==> config.mk <==
export PLATFORM = sky130hd
export DESIGN_NAME = ppi_sfr_bank
export DESIGN_NICKNAME = d
export VERILOG_FILES = /design/src/verilog/ppi_pkg.sv /design/src/verilog/ppi_sfr_bank.sv
export SDC_FILE = /design/constraint.sdc
export NUM_CORES = 1
export LEC_CHECK = 0
export ABC_AREA = 1
export BUFFER_PORTS_ARGS = -buffer_cell sky130_fd_sc_hd__buf_2
export CORE_MARGIN = 2
export CORE_UTILIZATION = 50
export DETAILED_ROUTE_END_ITERATION = 8
export GPL_TIMING_DRIVEN = 0
export PLACE_DENSITY = 0.9
export SYNTH_ARGS = -nofsm -noshare
export SYNTH_HDL_FRONTEND = slang
export SYNTH_SLANG_ARGS = --single-unit
==> constraint.sdc <==
create_clock -name clk -period 2.1 [get_ports clk]
set_input_delay 0 -clock clk [delete_from_list [all_inputs] [get_ports clk]]
set_output_delay 0 -clock clk [all_outputs]
set_load 0.005 [all_outputs]
==> src/verilog/ppi_pkg.sv <==
`default_nettype none

package ppi_pkg;

  // Data-memory addresses of the bank.
  localparam logic [5:0] PPI_ADDR_PORT_A     = 6'h05;
  localparam logic [5:0] PPI_ADDR_PORT_B     = 6'h06;
  localparam logic [5:0] PPI_ADDR_PORT_C     = 6'h07;
  localparam logic [5:0] PPI_ADDR_POWER_CTRL = 6'h08;
  localparam logic [5:0] PPI_ADDR_WAKE_B     = 6'h09;
  localparam logic [5:0] PPI_ADDR_PAGE_BUF   = 6'h0A;
  localparam logic [5:0] PPI_ADDR_PULL_DOWN  = 6'h0B;
  localparam logic [5:0] PPI_ADDR_PULL_UP_B  = 6'h0C;
  localparam logic [5:0] PPI_ADDR_PULL_UP_C  = 6'h0D;
  localparam logic [5:0] PPI_ADDR_IRQ_ENABLE = 6'h0E;
  localparam logic [5:0] PPI_ADDR_IRQ_FLAGS  = 6'h0F;

  // Field positions of the power and pin control register.
  localparam int PPI_PC_WAKE_C   = 0;
  localparam int PPI_PC_OPEN_DR  = 1;
  localparam int PPI_PC_ROPT     = 4;
  localparam int PPI_PC_LVD      = 5;
  localparam int PPI_PC_EXT_SEL  = 6;
  localparam int PPI_PC_WDOG     = 7;
  localparam logic [7:0] PPI_PC_IMPL_MASK = 8'hF3;

  // Field positions of the interrupt enable register; the flag register shares the timer and external ones.
  localparam int PPI_IRQ_TIMER   = 0;
  localparam int PPI_IRQ_EXT     = 2;
  localparam int PPI_IRQ_GLOBAL  = 7;

  // Page buffer: one bit in the small variant, three in the large one.
  localparam int PPI_PAGE_SEL    = 2;
  localparam logic [2:0] PPI_PAGE_MASK_LARGE = 3'h7;
  localparam logic [2:0] PPI_PAGE_MASK_SMALL = 3'h4;

  // Reset values.
  localparam logic [7:0] PPI_RST_LATCH      = 8'h00;
  localparam logic [7:0] PPI_RST_POWER_CTRL = 8'h81;
  localparam logic [7:0] PPI_RST_ACT_LOW    = 8'hFF;
  localparam logic [2:0] PPI_RST_PAGE       = 3'h0;

  // All registered state of the bank.
  typedef struct packed {
    logic [3:0] latch_a;
    logic [7:0] latch_b;
    logic [7:0] latch_c;
    logic [7:0] power_ctrl;
    logic [7:0] wake_b;
    logic [2:0] page;
    logic [7:0] pull_down;
    logic [7:0] pull_up_b;
    logic [7:0] pull_up_c;
    logic       timer_irq_on;
    logic       ext_irq_on;
    logic       global_irq_on;
    logic       timer_pending;
    logic       ext_pending;
    logic [7:0] prev_b;
    logic [1:0] prev_c_mid;
    logic [7:0] rd_data;
    logic       rd_valid;
    logic       wake_pulse;
    logic       irq_take;
  } ppi_state_s;

  // Core data-memory access.
  typedef struct packed {
    logic [5:0] addr;
    logic       wr_en;
    logic       rd_en;
    logic [7:0] wr_data;
  } ppi_core_req_s;

endpackage : ppi_pkg

`default_nettype wire

==> src/verilog/ppi_sfr_bank.sv <==
// What this block does
// RQ1 - Port reads return live pin levels
// RQ2 - Port writes load only that port's latch
// RQ3 - Port A upper four bits read zero
// RQ4 - Power bit 0 low enables C4/C5 wake
// RQ5 - Power bit 1 makes C6/C7 open-drain
// RQ6 - Power bits 3 and 2 read zero
// RQ7 - Resistor option reads C0/C1 from resistor
// RQ8 - Power bit 5 enables low-voltage detector
// RQ9 - Select low: B0 plain pin, interrupt blocked
// RQ10 - Select high: B0 interrupt, wake masked
// RQ11 - Software makes B0 input when selecting interrupt
// RQ12 - Power bit 7 enables watchdog
// RQ13 - Wake register bit low enables B pin wake
// RQ14 - Page bit 2 selects program page
// RQ15 - Page buffer one or three bits wide
// RQ16 - Pull-down register low enables A/B pull-downs
// RQ17 - Port B pull-up register low enables pull-up
// RQ18 - Port C pull-up register low enables pull-up
// RQ19 - Enable bit 0 unmasks timer interrupt
// RQ20 - Enable bit 2 unmasks external interrupt
// RQ21 - Enable bit 7 is global gate
// RQ22 - Taken interrupt clears global enable
// RQ23 - Return from interrupt sets global enable
// RQ24 - Pending flags stick until software clears
// RQ25 - Pull-ups off while pin is output
// RQ26 - Writes take effect at cycle end
`timescale 1ns/1ps
`default_nettype none

module ppi_sfr_bank
  import ppi_pkg::*;
#(
  parameter bit LARGE_MEMORY = 1'b1
) (
  // Clock and reset.
  input  wire logic          clk,
  input  wire logic          reset_n,
  // Core data-memory access and instruction events.
  input  wire ppi_core_req_s core_req,
  output var  logic [7:0]    rd_data,
  output var  logic          rd_valid,
  input  wire logic          return_from_irq_op,
  input  wire logic          timer_overflow,
  input  wire logic          ext_edge_rising,
  output logic               irq_take,
  output logic               irq_request,
  // Direction controls, one means input.
  input  wire logic [3:0]    dir_a,
  input  wire logic [7:0]    dir_b,
  input  wire logic [7:0]    dir_c,
  // Port A pins.
  input  wire logic [3:0]    port_a_pin_in,
  output logic [3:0]         port_a_pin_out,
  output logic [3:0]         port_a_pin_oe,
  output logic [3:0]         port_a_pull_down_on,
  // Port B pins.
  input  wire logic [7:0]    port_b_pin_in,
  output logic [7:0]         port_b_pin_out,
  output logic [7:0]         port_b_pin_oe,
  output logic [7:0]         port_b_pull_up_on,
  output logic [3:0]         port_b_pull_down_on,
  // Port C pins.
  input  wire logic [7:0]    port_c_pin_in,
  output logic [7:0]         port_c_pin_out,
  output logic [7:0]         port_c_pin_oe,
  output logic [7:0]         port_c_pull_up_on,
  input  wire logic [1:0]    resistor_present,
  // System controls.
  output logic               watchdog_on,
  output logic               low_voltage_detector_on,
  output logic [2:0]         program_page_high,
  output logic               ext_irq_pin,
  output logic               wake_event
);

  localparam logic [2:0] PAGE_MASK = LARGE_MEMORY ? PPI_PAGE_MASK_LARGE : PPI_PAGE_MASK_SMALL;

  ppi_state_s st_reg;
  ppi_state_s st_next;

  logic [7:0] port_b_read;
  logic [7:0] port_c_read;
  logic [7:0] read_mux;
  logic       ext_sel;
  logic       ext_event;
  logic [7:0] wake_fall_b;
  logic [1:0] wake_fall_c;
  logic       timer_live;
  logic       ext_live;

  // Pin-side views of the held state.
  always_comb begin
    ext_sel     = st_reg.power_ctrl[PPI_PC_EXT_SEL];
    port_b_read = port_b_pin_in;                         // see RQ1, see RQ10
    port_c_read = port_c_pin_in;                         // see RQ1
    if (st_reg.power_ctrl[PPI_PC_ROPT]) begin
      port_c_read[1:0] = ~resistor_present;              // see RQ7
    end
    // External interrupt path is gated by the select bit.
    ext_irq_pin = ext_sel & port_b_pin_in[0];            // see RQ9, see RQ10
    ext_event   = ext_sel & (ext_edge_rising ? (port_b_pin_in[0] & ~st_reg.prev_b[0])
                                             : (~port_b_pin_in[0] & st_reg.prev_b[0]));
    // Falling-edge wake sources, active-low enables.
    wake_fall_b    = st_reg.prev_b & ~port_b_pin_in & ~st_reg.wake_b;       // see RQ13
    wake_fall_b[0] = wake_fall_b[0] & ~ext_sel;                             // see RQ10
    wake_fall_c    = st_reg.prev_c_mid & ~port_c_pin_in[5:4]
                   & {2{~st_reg.power_ctrl[PPI_PC_WAKE_C]}};                // see RQ4
  end

  // Read multiplexer over the register map.
  always_comb begin
    read_mux = 8'h00;
    if (core_req.addr == PPI_ADDR_PORT_A) begin
      read_mux = {4'h0, port_a_pin_in};                  // see RQ1, see RQ3
    end else if (core_req.addr == PPI_ADDR_PORT_B) begin
      read_mux = port_b_read;
    end else if (core_req.addr == PPI_ADDR_PORT_C) begin
      read_mux = port_c_read;
    end else if (core_req.addr == PPI_ADDR_POWER_CTRL) begin
      read_mux = st_reg.power_ctrl & PPI_PC_IMPL_MASK;   // see RQ6
    end else if (core_req.addr == PPI_ADDR_WAKE_B) begin
      read_mux = st_reg.wake_b;
    end else if (core_req.addr == PPI_ADDR_PAGE_BUF) begin
      read_mux = {5'h00, st_reg.page};                   // see RQ15
    end else if (core_req.addr == PPI_ADDR_PULL_DOWN) begin
      read_mux = st_reg.pull_down;
    end else if (core_req.addr == PPI_ADDR_PULL_UP_B) begin
      read_mux = st_reg.pull_up_b;
    end else if (core_req.addr == PPI_ADDR_PULL_UP_C) begin
      read_mux = st_reg.pull_up_c;
    end else if (core_req.addr == PPI_ADDR_IRQ_ENABLE) begin
      read_mux[PPI_IRQ_TIMER]  = st_reg.timer_irq_on;    // see RQ19
      read_mux[PPI_IRQ_EXT]    = st_reg.ext_irq_on;
      read_mux[PPI_IRQ_GLOBAL] = st_reg.global_irq_on;
    end else if (core_req.addr == PPI_ADDR_IRQ_FLAGS) begin
      read_mux[PPI_IRQ_TIMER]  = st_reg.timer_pending;
      read_mux[PPI_IRQ_EXT]    = st_reg.ext_pending;
    end
  end

  // Next-state logic: register writes, pending flags and interrupt gating.
  always_comb begin
    st_next            = st_reg;
    st_next.prev_b     = port_b_pin_in;
    st_next.prev_c_mid = port_c_pin_in[5:4];
    st_next.rd_valid   = core_req.rd_en;
    st_next.rd_data    = core_req.rd_en ? read_mux : st_reg.rd_data;
    st_next.wake_pulse = (|wake_fall_b) | (|wake_fall_c);
    // Writes land at the end of the writing cycle.
    if (core_req.wr_en) begin                            // see RQ26
      if (core_req.addr == PPI_ADDR_PORT_A) begin
        st_next.latch_a = core_req.wr_data[3:0];         // see RQ2, see RQ3
      end else if (core_req.addr == PPI_ADDR_PORT_B) begin
        st_next.latch_b = core_req.wr_data;              // see RQ2
      end else if (core_req.addr == PPI_ADDR_PORT_C) begin
        st_next.latch_c = core_req.wr_data;              // see RQ2
      end else if (core_req.addr == PPI_ADDR_POWER_CTRL) begin
        st_next.power_ctrl = core_req.wr_data & PPI_PC_IMPL_MASK; // see RQ6
      end else if (core_req.addr == PPI_ADDR_WAKE_B) begin
        st_next.wake_b = core_req.wr_data;
      end else if (core_req.addr == PPI_ADDR_PAGE_BUF) begin
        st_next.page = core_req.wr_data[2:0] & PAGE_MASK; // see RQ15
      end else if (core_req.addr == PPI_ADDR_PULL_DOWN) begin
        st_next.pull_down = core_req.wr_data;
      end else if (core_req.addr == PPI_ADDR_PULL_UP_B) begin
        st_next.pull_up_b = core_req.wr_data;
      end else if (core_req.addr == PPI_ADDR_PULL_UP_C) begin
        st_next.pull_up_c = core_req.wr_data;
      end else if (core_req.addr == PPI_ADDR_IRQ_ENABLE) begin
        st_next.timer_irq_on  = core_req.wr_data[PPI_IRQ_TIMER];  // see RQ19
        st_next.ext_irq_on    = core_req.wr_data[PPI_IRQ_EXT];    // see RQ20
        st_next.global_irq_on = core_req.wr_data[PPI_IRQ_GLOBAL]; // see RQ21
      end else if (core_req.addr == PPI_ADDR_IRQ_FLAGS) begin
        st_next.timer_pending = core_req.wr_data[PPI_IRQ_TIMER];
        st_next.ext_pending   = core_req.wr_data[PPI_IRQ_EXT];
      end
    end
    // Hardware set wins over a software clear in the same cycle.
    if (timer_overflow) begin
      st_next.timer_pending = 1'b1;                      // see RQ24
    end
    if (ext_event) begin
      st_next.ext_pending = 1'b1;                        // see RQ24
    end
    // Returning from service re-opens the global gate.
    if (return_from_irq_op) begin
      st_next.global_irq_on = 1'b1;                      // see RQ23
    end
    // Taking an interrupt closes the gate; this wins over any write.
    timer_live = st_reg.timer_pending & st_reg.timer_irq_on;
    ext_live   = st_reg.ext_pending & st_reg.ext_irq_on;
    st_next.irq_take = st_reg.global_irq_on & (timer_live | ext_live); // see RQ21
    if (st_next.irq_take) begin
      st_next.global_irq_on = 1'b0;                      // see RQ22
    end
  end

  // State register.
  always_ff @(posedge clk or negedge reset_n) begin
    if (!reset_n) begin
      st_reg               <= '0;
      st_reg.latch_a       <= PPI_RST_LATCH[3:0];
      st_reg.latch_b       <= PPI_RST_LATCH;
      st_reg.latch_c       <= PPI_RST_LATCH;
      st_reg.power_ctrl    <= PPI_RST_POWER_CTRL;
      st_reg.wake_b        <= PPI_RST_ACT_LOW;
      st_reg.page          <= PPI_RST_PAGE;
      st_reg.pull_down     <= PPI_RST_ACT_LOW;
      st_reg.pull_up_b     <= PPI_RST_ACT_LOW;
      st_reg.pull_up_c     <= PPI_RST_ACT_LOW;
    end else begin
      st_reg <= st_next;
    end
  end

  // Pin drive: latch out where the direction bit selects output.
  always_comb begin
    port_a_pin_out = st_reg.latch_a;                     // see RQ2
    port_a_pin_oe  = ~dir_a;
    port_b_pin_out = st_reg.latch_b;
    port_b_pin_oe  = ~dir_b;
    port_c_pin_out = st_reg.latch_c;
    port_c_pin_oe  = ~dir_c;
    // Open drain on C6/C7 drives only a low.
    if (st_reg.power_ctrl[PPI_PC_OPEN_DR]) begin
      port_c_pin_out[7:6] = 2'h0;                        // see RQ5
      port_c_pin_oe[7:6]  = ~dir_c[7:6] & ~st_reg.latch_c[7:6];
    end
    // Weak pulls apply only to input pins.
    port_a_pull_down_on = ~st_reg.pull_down[3:0] & dir_a;       // see RQ16
    port_b_pull_down_on = ~st_reg.pull_down[7:4] & dir_b[3:0];  // see RQ16
    port_b_pull_up_on   = ~st_reg.pull_up_b & dir_b;            // see RQ17, see RQ25
    port_c_pull_up_on   = ~st_reg.pull_up_c & dir_c;            // see RQ18, see RQ25
  end

  // System control and core-facing outputs.
  always_comb begin
    watchdog_on             = st_reg.power_ctrl[PPI_PC_WDOG];   // see RQ12
    low_voltage_detector_on = st_reg.power_ctrl[PPI_PC_LVD];    // see RQ8
    program_page_high       = st_reg.page;                      // see RQ14
    rd_data                 = st_reg.rd_data;
    rd_valid                = st_reg.rd_valid;
    irq_take                = st_reg.irq_take;
    wake_event              = st_reg.wake_pulse;
    irq_request             = st_reg.global_irq_on & (timer_live | ext_live); // see RQ21
  end

endmodule : ppi_sfr_bank

`default_nettype wire

==> results of run 1 <==
worst max-delay path: cells and delay by family, from the launching register on:
kind / cells / cell delay (ns)
buf+inv: 1 / 0.53
simple gates: 8 / 0.62
flops: 1 / 0.56
power by group:
part,internal (mW),total (mW),switching (mW)
clock,0.669,1.27,0.602
combinational,0.385,0.775,0.390
sequential,1.94,2.10,0.165
total,2.99,4.15,1.16
per-layer routing:
metal | vias to the layer above | part of all wire | GRT usage
met5 | - | 0 | 0
met3 | 36 | 0.073 | 0.0541
met4 | 0 | 0.024 | 0.0790
li1 | 2073 | - | -
met1 | 2033 | 0.42 | 0.353
met2 | 190 | 0.48 | 0.427
through the flow:
| step | utilization | std cells |
|---|---|---|
| after floorplan | - | 554 |
| after global placement | 0.614 | 805 |
| after detailed placement | 0.618 | 806 |
| after CTS | 0.668 | 846 |
| after global routing | 0.668 | 846 |
| final | 0.668 | 846 |
area by class of cell:
cell class / count / share of cell area
tap: 108 / 0.0231
clock inverter: 4 / 0.0120
clock buffer: 12 / 0.0231
sequential: 87 / 0.379
inverter: 66 / 0.0431
multi-input combinational: 363 / 0.303
buffer: 38 / 0.0489
timing repair buffer: 168 / 0.168
how the worst min path moves through the flow:
stage	to	slack (ns)
2_1_floorplan	ext_sel$_DFFE_PN0P_	-0.30
3_3_place_gp	st_reg[16]$_DFF_PN0_	0.13
3_5_place_dp	port_a_pin_out[2]$_DFFE_PN0P_	0.01
4_1_cts	rd_data[1]$_DFFE_PN0P_	0.009
5_1_grt	rd_data[1]$_DFFE_PN0P_	0.02
6_report	rd_data[1]$_DFFE_PN0P_	0.02
cell families after synthesis:
kind of cell,count (synthesis),share of synthesized area
and+or+nand+nor,262,0.268
buffers and inverters,104,0.119
AOI/OAI and AO/OA,101,0.123
DFF,87,0.490
what timing repair did:
| action | in CTS | in global routing |
|---|---|---|
| resized for setup | 0 | 0 |
| hold buffers | 24 | 0 |
| hold endpoints to repair | 61 | 0 |
layout by cell type, fill, tap and decap left out, types with 8 or more instances in the layout:
cell,count
inv_1,53
o21ai_2,8
o21ai_1,27
buf_4,30
inv_2,9
dfrtp_1,53
a21oi_1,21
nand2_2,10
nand2_1,162
o21ai_0,35
nand3_1,9
dfstp_2,34
clkbuf_8,9
buf_2,146
dlygate4sd3_1,24
nor2_1,50
==> metrics.csv, run 1 <==
metric,value,unit
layout_setup_ws,0.339,ns
start_util,0.517,
dr.first_iter.drc_count,288,
overflow,0,
r2r_start,st_reg[36]$_DFFE_PN1P_,
synth_top_area_cell,dfrtp_1,
endpoint,rd_data[2]$_DFFE_PN0P_,
synthFlopType,dfrtp_1,
crit_chain,"nor3_1, nor2_1, nand2_1, nand3_1, nand2_1, nand2_1, nand2_1, nand2_1, dlygate4sd3_1",
largest_reg_flops,52,
cts-root-buf,clkbuf_8,
synthArstFlopShare,1.00,
drc,0,
hold_depth,5,
peakVddDrop,456,µV
synth-seq-cells,87,
syn2layout_area_growth,29.3,%
final_nets,796,
relSlewSlack,0.578,
seqCellArea,2220,µm²
netlist_top_cells_count,"162 x nand2_1, 53 x dfrtp_1, 53 x inv_1, 50 x nor2_1, 35 x o21ai_0",
dieWidth,99.2,µm
skew,0.00975,ns
grt_pass1_vias,4102,
num_antenna_cells,0,
vias_per_cell,5.12,
core-area,8760,µm²
run_status,finished clean,
multi_input_area,1770,µm²
cts_tree,done,
dp_slack,0.727,ns
power.density,708,nW/µm²
cts.clk_slew.worst_paths,0.09,ns
yosysSeqAreaShare,0.490,
placed_cell_area,5410,µm²
syn-cell-area,4530,µm²
tns,0,ns
reg2reg_depth,9,
synthDistinctLibCells,36,
min_period,1.76,ns
min-delay-start,port_c_pin_in[1],
wire_per_inst,15.0,µm
io_pins,145,
timing.fmax,568,MHz
n_fill_cell,720,
antenna_found_initial,0,
worstMarginPinSlew,0.634,ns
synth_top_area_share,0.293,
critPathLaunch,st_reg[36]$_DFFE_PN1P_,
path_class,flop to flop,
drt-pass1-iter-count,6,
hold_class,input port to flop,
maxCapViolations,0,
gp_congestion,0.919,
grt_start_max_net_pins,49,
dp_hpwl,9170,µm
cp_max_fo,3,
final_max_slew_viol_count,0,
cts_setup_buffers,0,
drt_wl_total,12700,µm
die_h,99.2,µm
r2r_end,rd_data[2]$_DFFE_PN0P_,
hold_viol,0,
synth_warnings,0,
clk_path_buf_depth,2,
fin_crit_sh,0.839,
grtUsageTotal,0.261,
power,4.15,mW
cts_made_buffers,9,
avgSynthCellArea,8.18,µm²
h-tree-depth,3,
power_leakage,3.15,nW
arrival,2.07,ns
end_kind,flop,
ant_nets,0,
crit_top_cell,nand2_1,
num_rows,34,
synthTopCellsByArea,"dfrtp_1 29%, dfstp_2 20%, nand2_1 13%",
synth.most_common_cell,nand2_1,
worstSetupStartpointType,flop,
setup_viol,0,
critPathRequiredTime,2.41,ns
hold_ws,0.0197,ns
fin_area,5860,µm²
cp_slowest_cell,dfstp_2,
synth_nets,617,
clk_latency,0.36,ns
critical-path-max-stage-delay,0.56,ns
cts_sinks,87,
rsz0062_at_grt,false,
die_area,9840,µm²
layout-drive-gt1-share,0.378,
io_buffers,143,
via_count,4332,
syn_inst,554,
r2r_slack,0.34,ns
grt_first_pass_wirelength,20100,µm
synth-edff-count,0,
Note: power is estimated with default switching activity, not from simulation.
==> run 2, diff against run 1 <==
- clock period: 2.1 -> 1.65 ns (I/O delays scaled with it)
==> run 2 against run 1 <==
  * Critical path depth fell by 2
  * Sequential share of layout area fell by 0.10 points
  * Cell count rose by 0.12%
  * Maximum frequency rose by 9.5%
==> metrics.csv, run 2 (synthesis gave the netlist of run 1 again) <==
metric,value,unit,change
layout-drive-gt1-share,0.382,,was 0.378
cts.clk_slew.worst_paths,0.09,ns,about the same
relSlewSlack,0.581,,was 0.578
r2r_slack,0.04,ns,was 0.34 ns
n_fill_cell,718,,was 720
syn2layout_area_growth,29.6,%,was 29.3%
fin_crit_sh,0.975,,was 0.839
path_class,flop to flop,,unchanged
wire_per_inst,15.1,µm,was 15.0 µm
final_cell_mix,"162 x nand2_1, 146 x buf_2, 53 x inv_1, 53 x dfrtp_1, 50 x nor2_1",,unchanged
dpl.cell_count,806,,unchanged
layoutNonFillerInstCount,847,,was 846
timing.fmax,621,MHz,was 568 MHz
via_count,4362,,was 4332
min-delay-start,port_c_pin_in[1],,unchanged
grtUsageTotal,0.261,,about the same
r2r_end,rd_data[3]$_DFFE_PN0P_,,was rd_data[2]$_DFFE_PN0P_
tns,0,ns,unchanged
drt_wl_total,12800,µm,was 12700 µm
vias_per_cell,5.15,,was 5.12
hold_class,input port to flop,,unchanged
dp_hpwl,9170,µm,unchanged
io_buffers,143,,unchanged
critical-path-max-stage-delay,0.57,ns,was 0.56 ns
cts_sinks,87,,unchanged
r2r_start,st_reg[29]$_DFFE_PN1P_,,was st_reg[36]$_DFFE_PN1P_
clk_path_buf_depth,2,,unchanged
setup_viol,0,,unchanged
maxCapViolations,0,,unchanged
power_leakage,3.16,nW,was 3.15 nW
grt_pass1_vias,4091,,was 4102
ant_nets,0,,unchanged
critPathRequiredTime,1.95,ns,was 2.41 ns
hold_depth,5,,unchanged
cp_max_fo,3,,unchanged
h-tree-depth,3,,unchanged
core-area,8760,µm²,unchanged
run_status,finished clean,,unchanged
end_kind,flop,,unchanged
antenna_found_initial,0,,unchanged
dr.first_iter.drc_count,302,,was 288
worstSetupStartpointType,flop,,unchanged
power,5.28,mW,was 4.15 mW
cp_slowest_cell,dlygate4sd3_1,,was dfstp_2
num_antenna_cells,0,,unchanged
peakVddDrop,580,µV,was 456 µV
layout_commonest_cell,nand2_1,,unchanged
power.density,899,nW/µm²,was 708 nW/µm²
die_area,9840,µm²,unchanged
grt_first_pass_wirelength,20100,µm,about the same
min_period,1.61,ns,was 1.76 ns
cts_made_buffers,9,,unchanged
largest_reg_flops,52,,unchanged
arrival,1.91,ns,was 2.07 ns
hold-path-endpoint,rd_data[1]$_DFFE_PN0P_,,unchanged
num_rows,34,,unchanged
clk_latency,0.36,ns,about the same
start_util,0.517,,unchanged
final_max_slew_viol_count,0,,unchanged
final_nets,797,,was 796
grt_start_max_net_pins,49,,unchanged
final_util,0.670,,was 0.668
crit_top_cell,nand2_1,,unchanged
dieWidth,99.2,µm,unchanged
cts_tree,done,,unchanged
reg2reg_depth,7,,was 9
gp_congestion,0.919,,unchanged
overflow,0,,unchanged
critical_path_buf_inv_count,1,,unchanged
cts-root-buf,clkbuf_8,,unchanged
worstMarginPinSlew,0.629,ns,was 0.634 ns
hold_viol,0,,unchanged
drt-pass1-iter-count,5,,was 6
crit_chain,"nand2_1, nand3_2, a21oi_2, nand2_1, nand2_1, nand3_1, dlygate4sd3_1",,"was nor3_1, nor2_1, nand2_1, nand3_1, nand2_1, nand2_1, nand2_1, nand2_1, dlygate4sd3_1"
io_pins,145,,unchanged
critPathTopFamily,buffers and inverters,,was simple AND/OR/NAND/NOR gates
drc,0,,unchanged
die_h,99.2,µm,unchanged
skew,0.00991,ns,was 0.00975 ns
run 2: cell types whose count changed in the layout (fill, tap and decap cells not counted):
cell | before | now
buf_4 | 30 | 31
a21oi_2 | 1 | 2
a21oi_1 | 21 | 20
nand3_1 | 9 | 8
nand3_2 | 0 | 1
run 2: how the worst max path moves through the flow:
stage | start | cells after the start | endpoint
floorplan | st_reg[33]$_DFFE_PN1P_ | 12 | rd_data[7]$_DFFE_PN0P_
global placement | reset_n | 1 | port_c_pin_out[5]$_DFFE_PN0P_
detailed placement | core_req[15] | 10 | rd_data[1]$_DFFE_PN0P_
CTS | st_reg[29]$_DFFE_PN1P_ | 7 | rd_data[3]$_DFFE_PN0P_
global route | st_reg[29]$_DFFE_PN1P_ | 7 | rd_data[3]$_DFFE_PN0P_
finish | st_reg[29]$_DFFE_PN1P_ | 7 | rd_data[3]$_DFFE_PN0P_
run 2: routing by layer:
metal,global-route usage,share of wire,vias to the layer above
li1,-,-,2076
met1,0.356,0.42,2049
met2,0.427,0.48,205
met3,0.0534,0.079,32
met4,0.0759,0.020,0
met5,0,0,-
run 2: where the power goes:
group	total (mW)	leakage (nW)	internal [mW]	switching (mW)
logic	0.992	2.02	0.494	0.498
clock network	1.61	0.104	0.851	0.759
registers	2.68	1.03	2.46	0.212
total	5.28	3.16	3.81	1.47
run 2: cell type report:
class,count,area (µm²),share of cell area
clock inverter,4,70.1,0.0119
inverter,66,253,0.0430
multi-input combinational,363,1780,0.303
timing repair buffer,169,993,0.169
tap,108,135,0.0230
buffer,38,287,0.0488
clock buffer,12,135,0.0230
sequential,87,2220,0.378
run 2: timing repair:
item	in CTS	in global routing
setup buffers	0	1
hold buffers	24	0
resized for setup	0	2
endpoints found under the hold margin	61	0
setup endpoints to repair	0	1
run 2: worst register-to-register path, delay by kind of cell (launching register included):
kind / cells / cell delay [ns]
and+or+nand+nor: 5 / 0.38
DFF: 1 / 0.56
buffers and inverters: 1 / 0.57
AOI/OAI and AO/OA: 1 / 0.04
run 2: stage by stage:
stage	instance area, µm²	hold WS, ns	worst slack (ns)
2_1_floorplan	4530	-0.296	0.543
3_3_place_gp	5380	0.126	-0.0377
3_5_place_dp	5410	0.0120	0.277
4_1_cts	5860	0.00883	0.0508
5_1_grt	5870	0.0282	-0.000887
6_report	5870	0.0180	0.0409
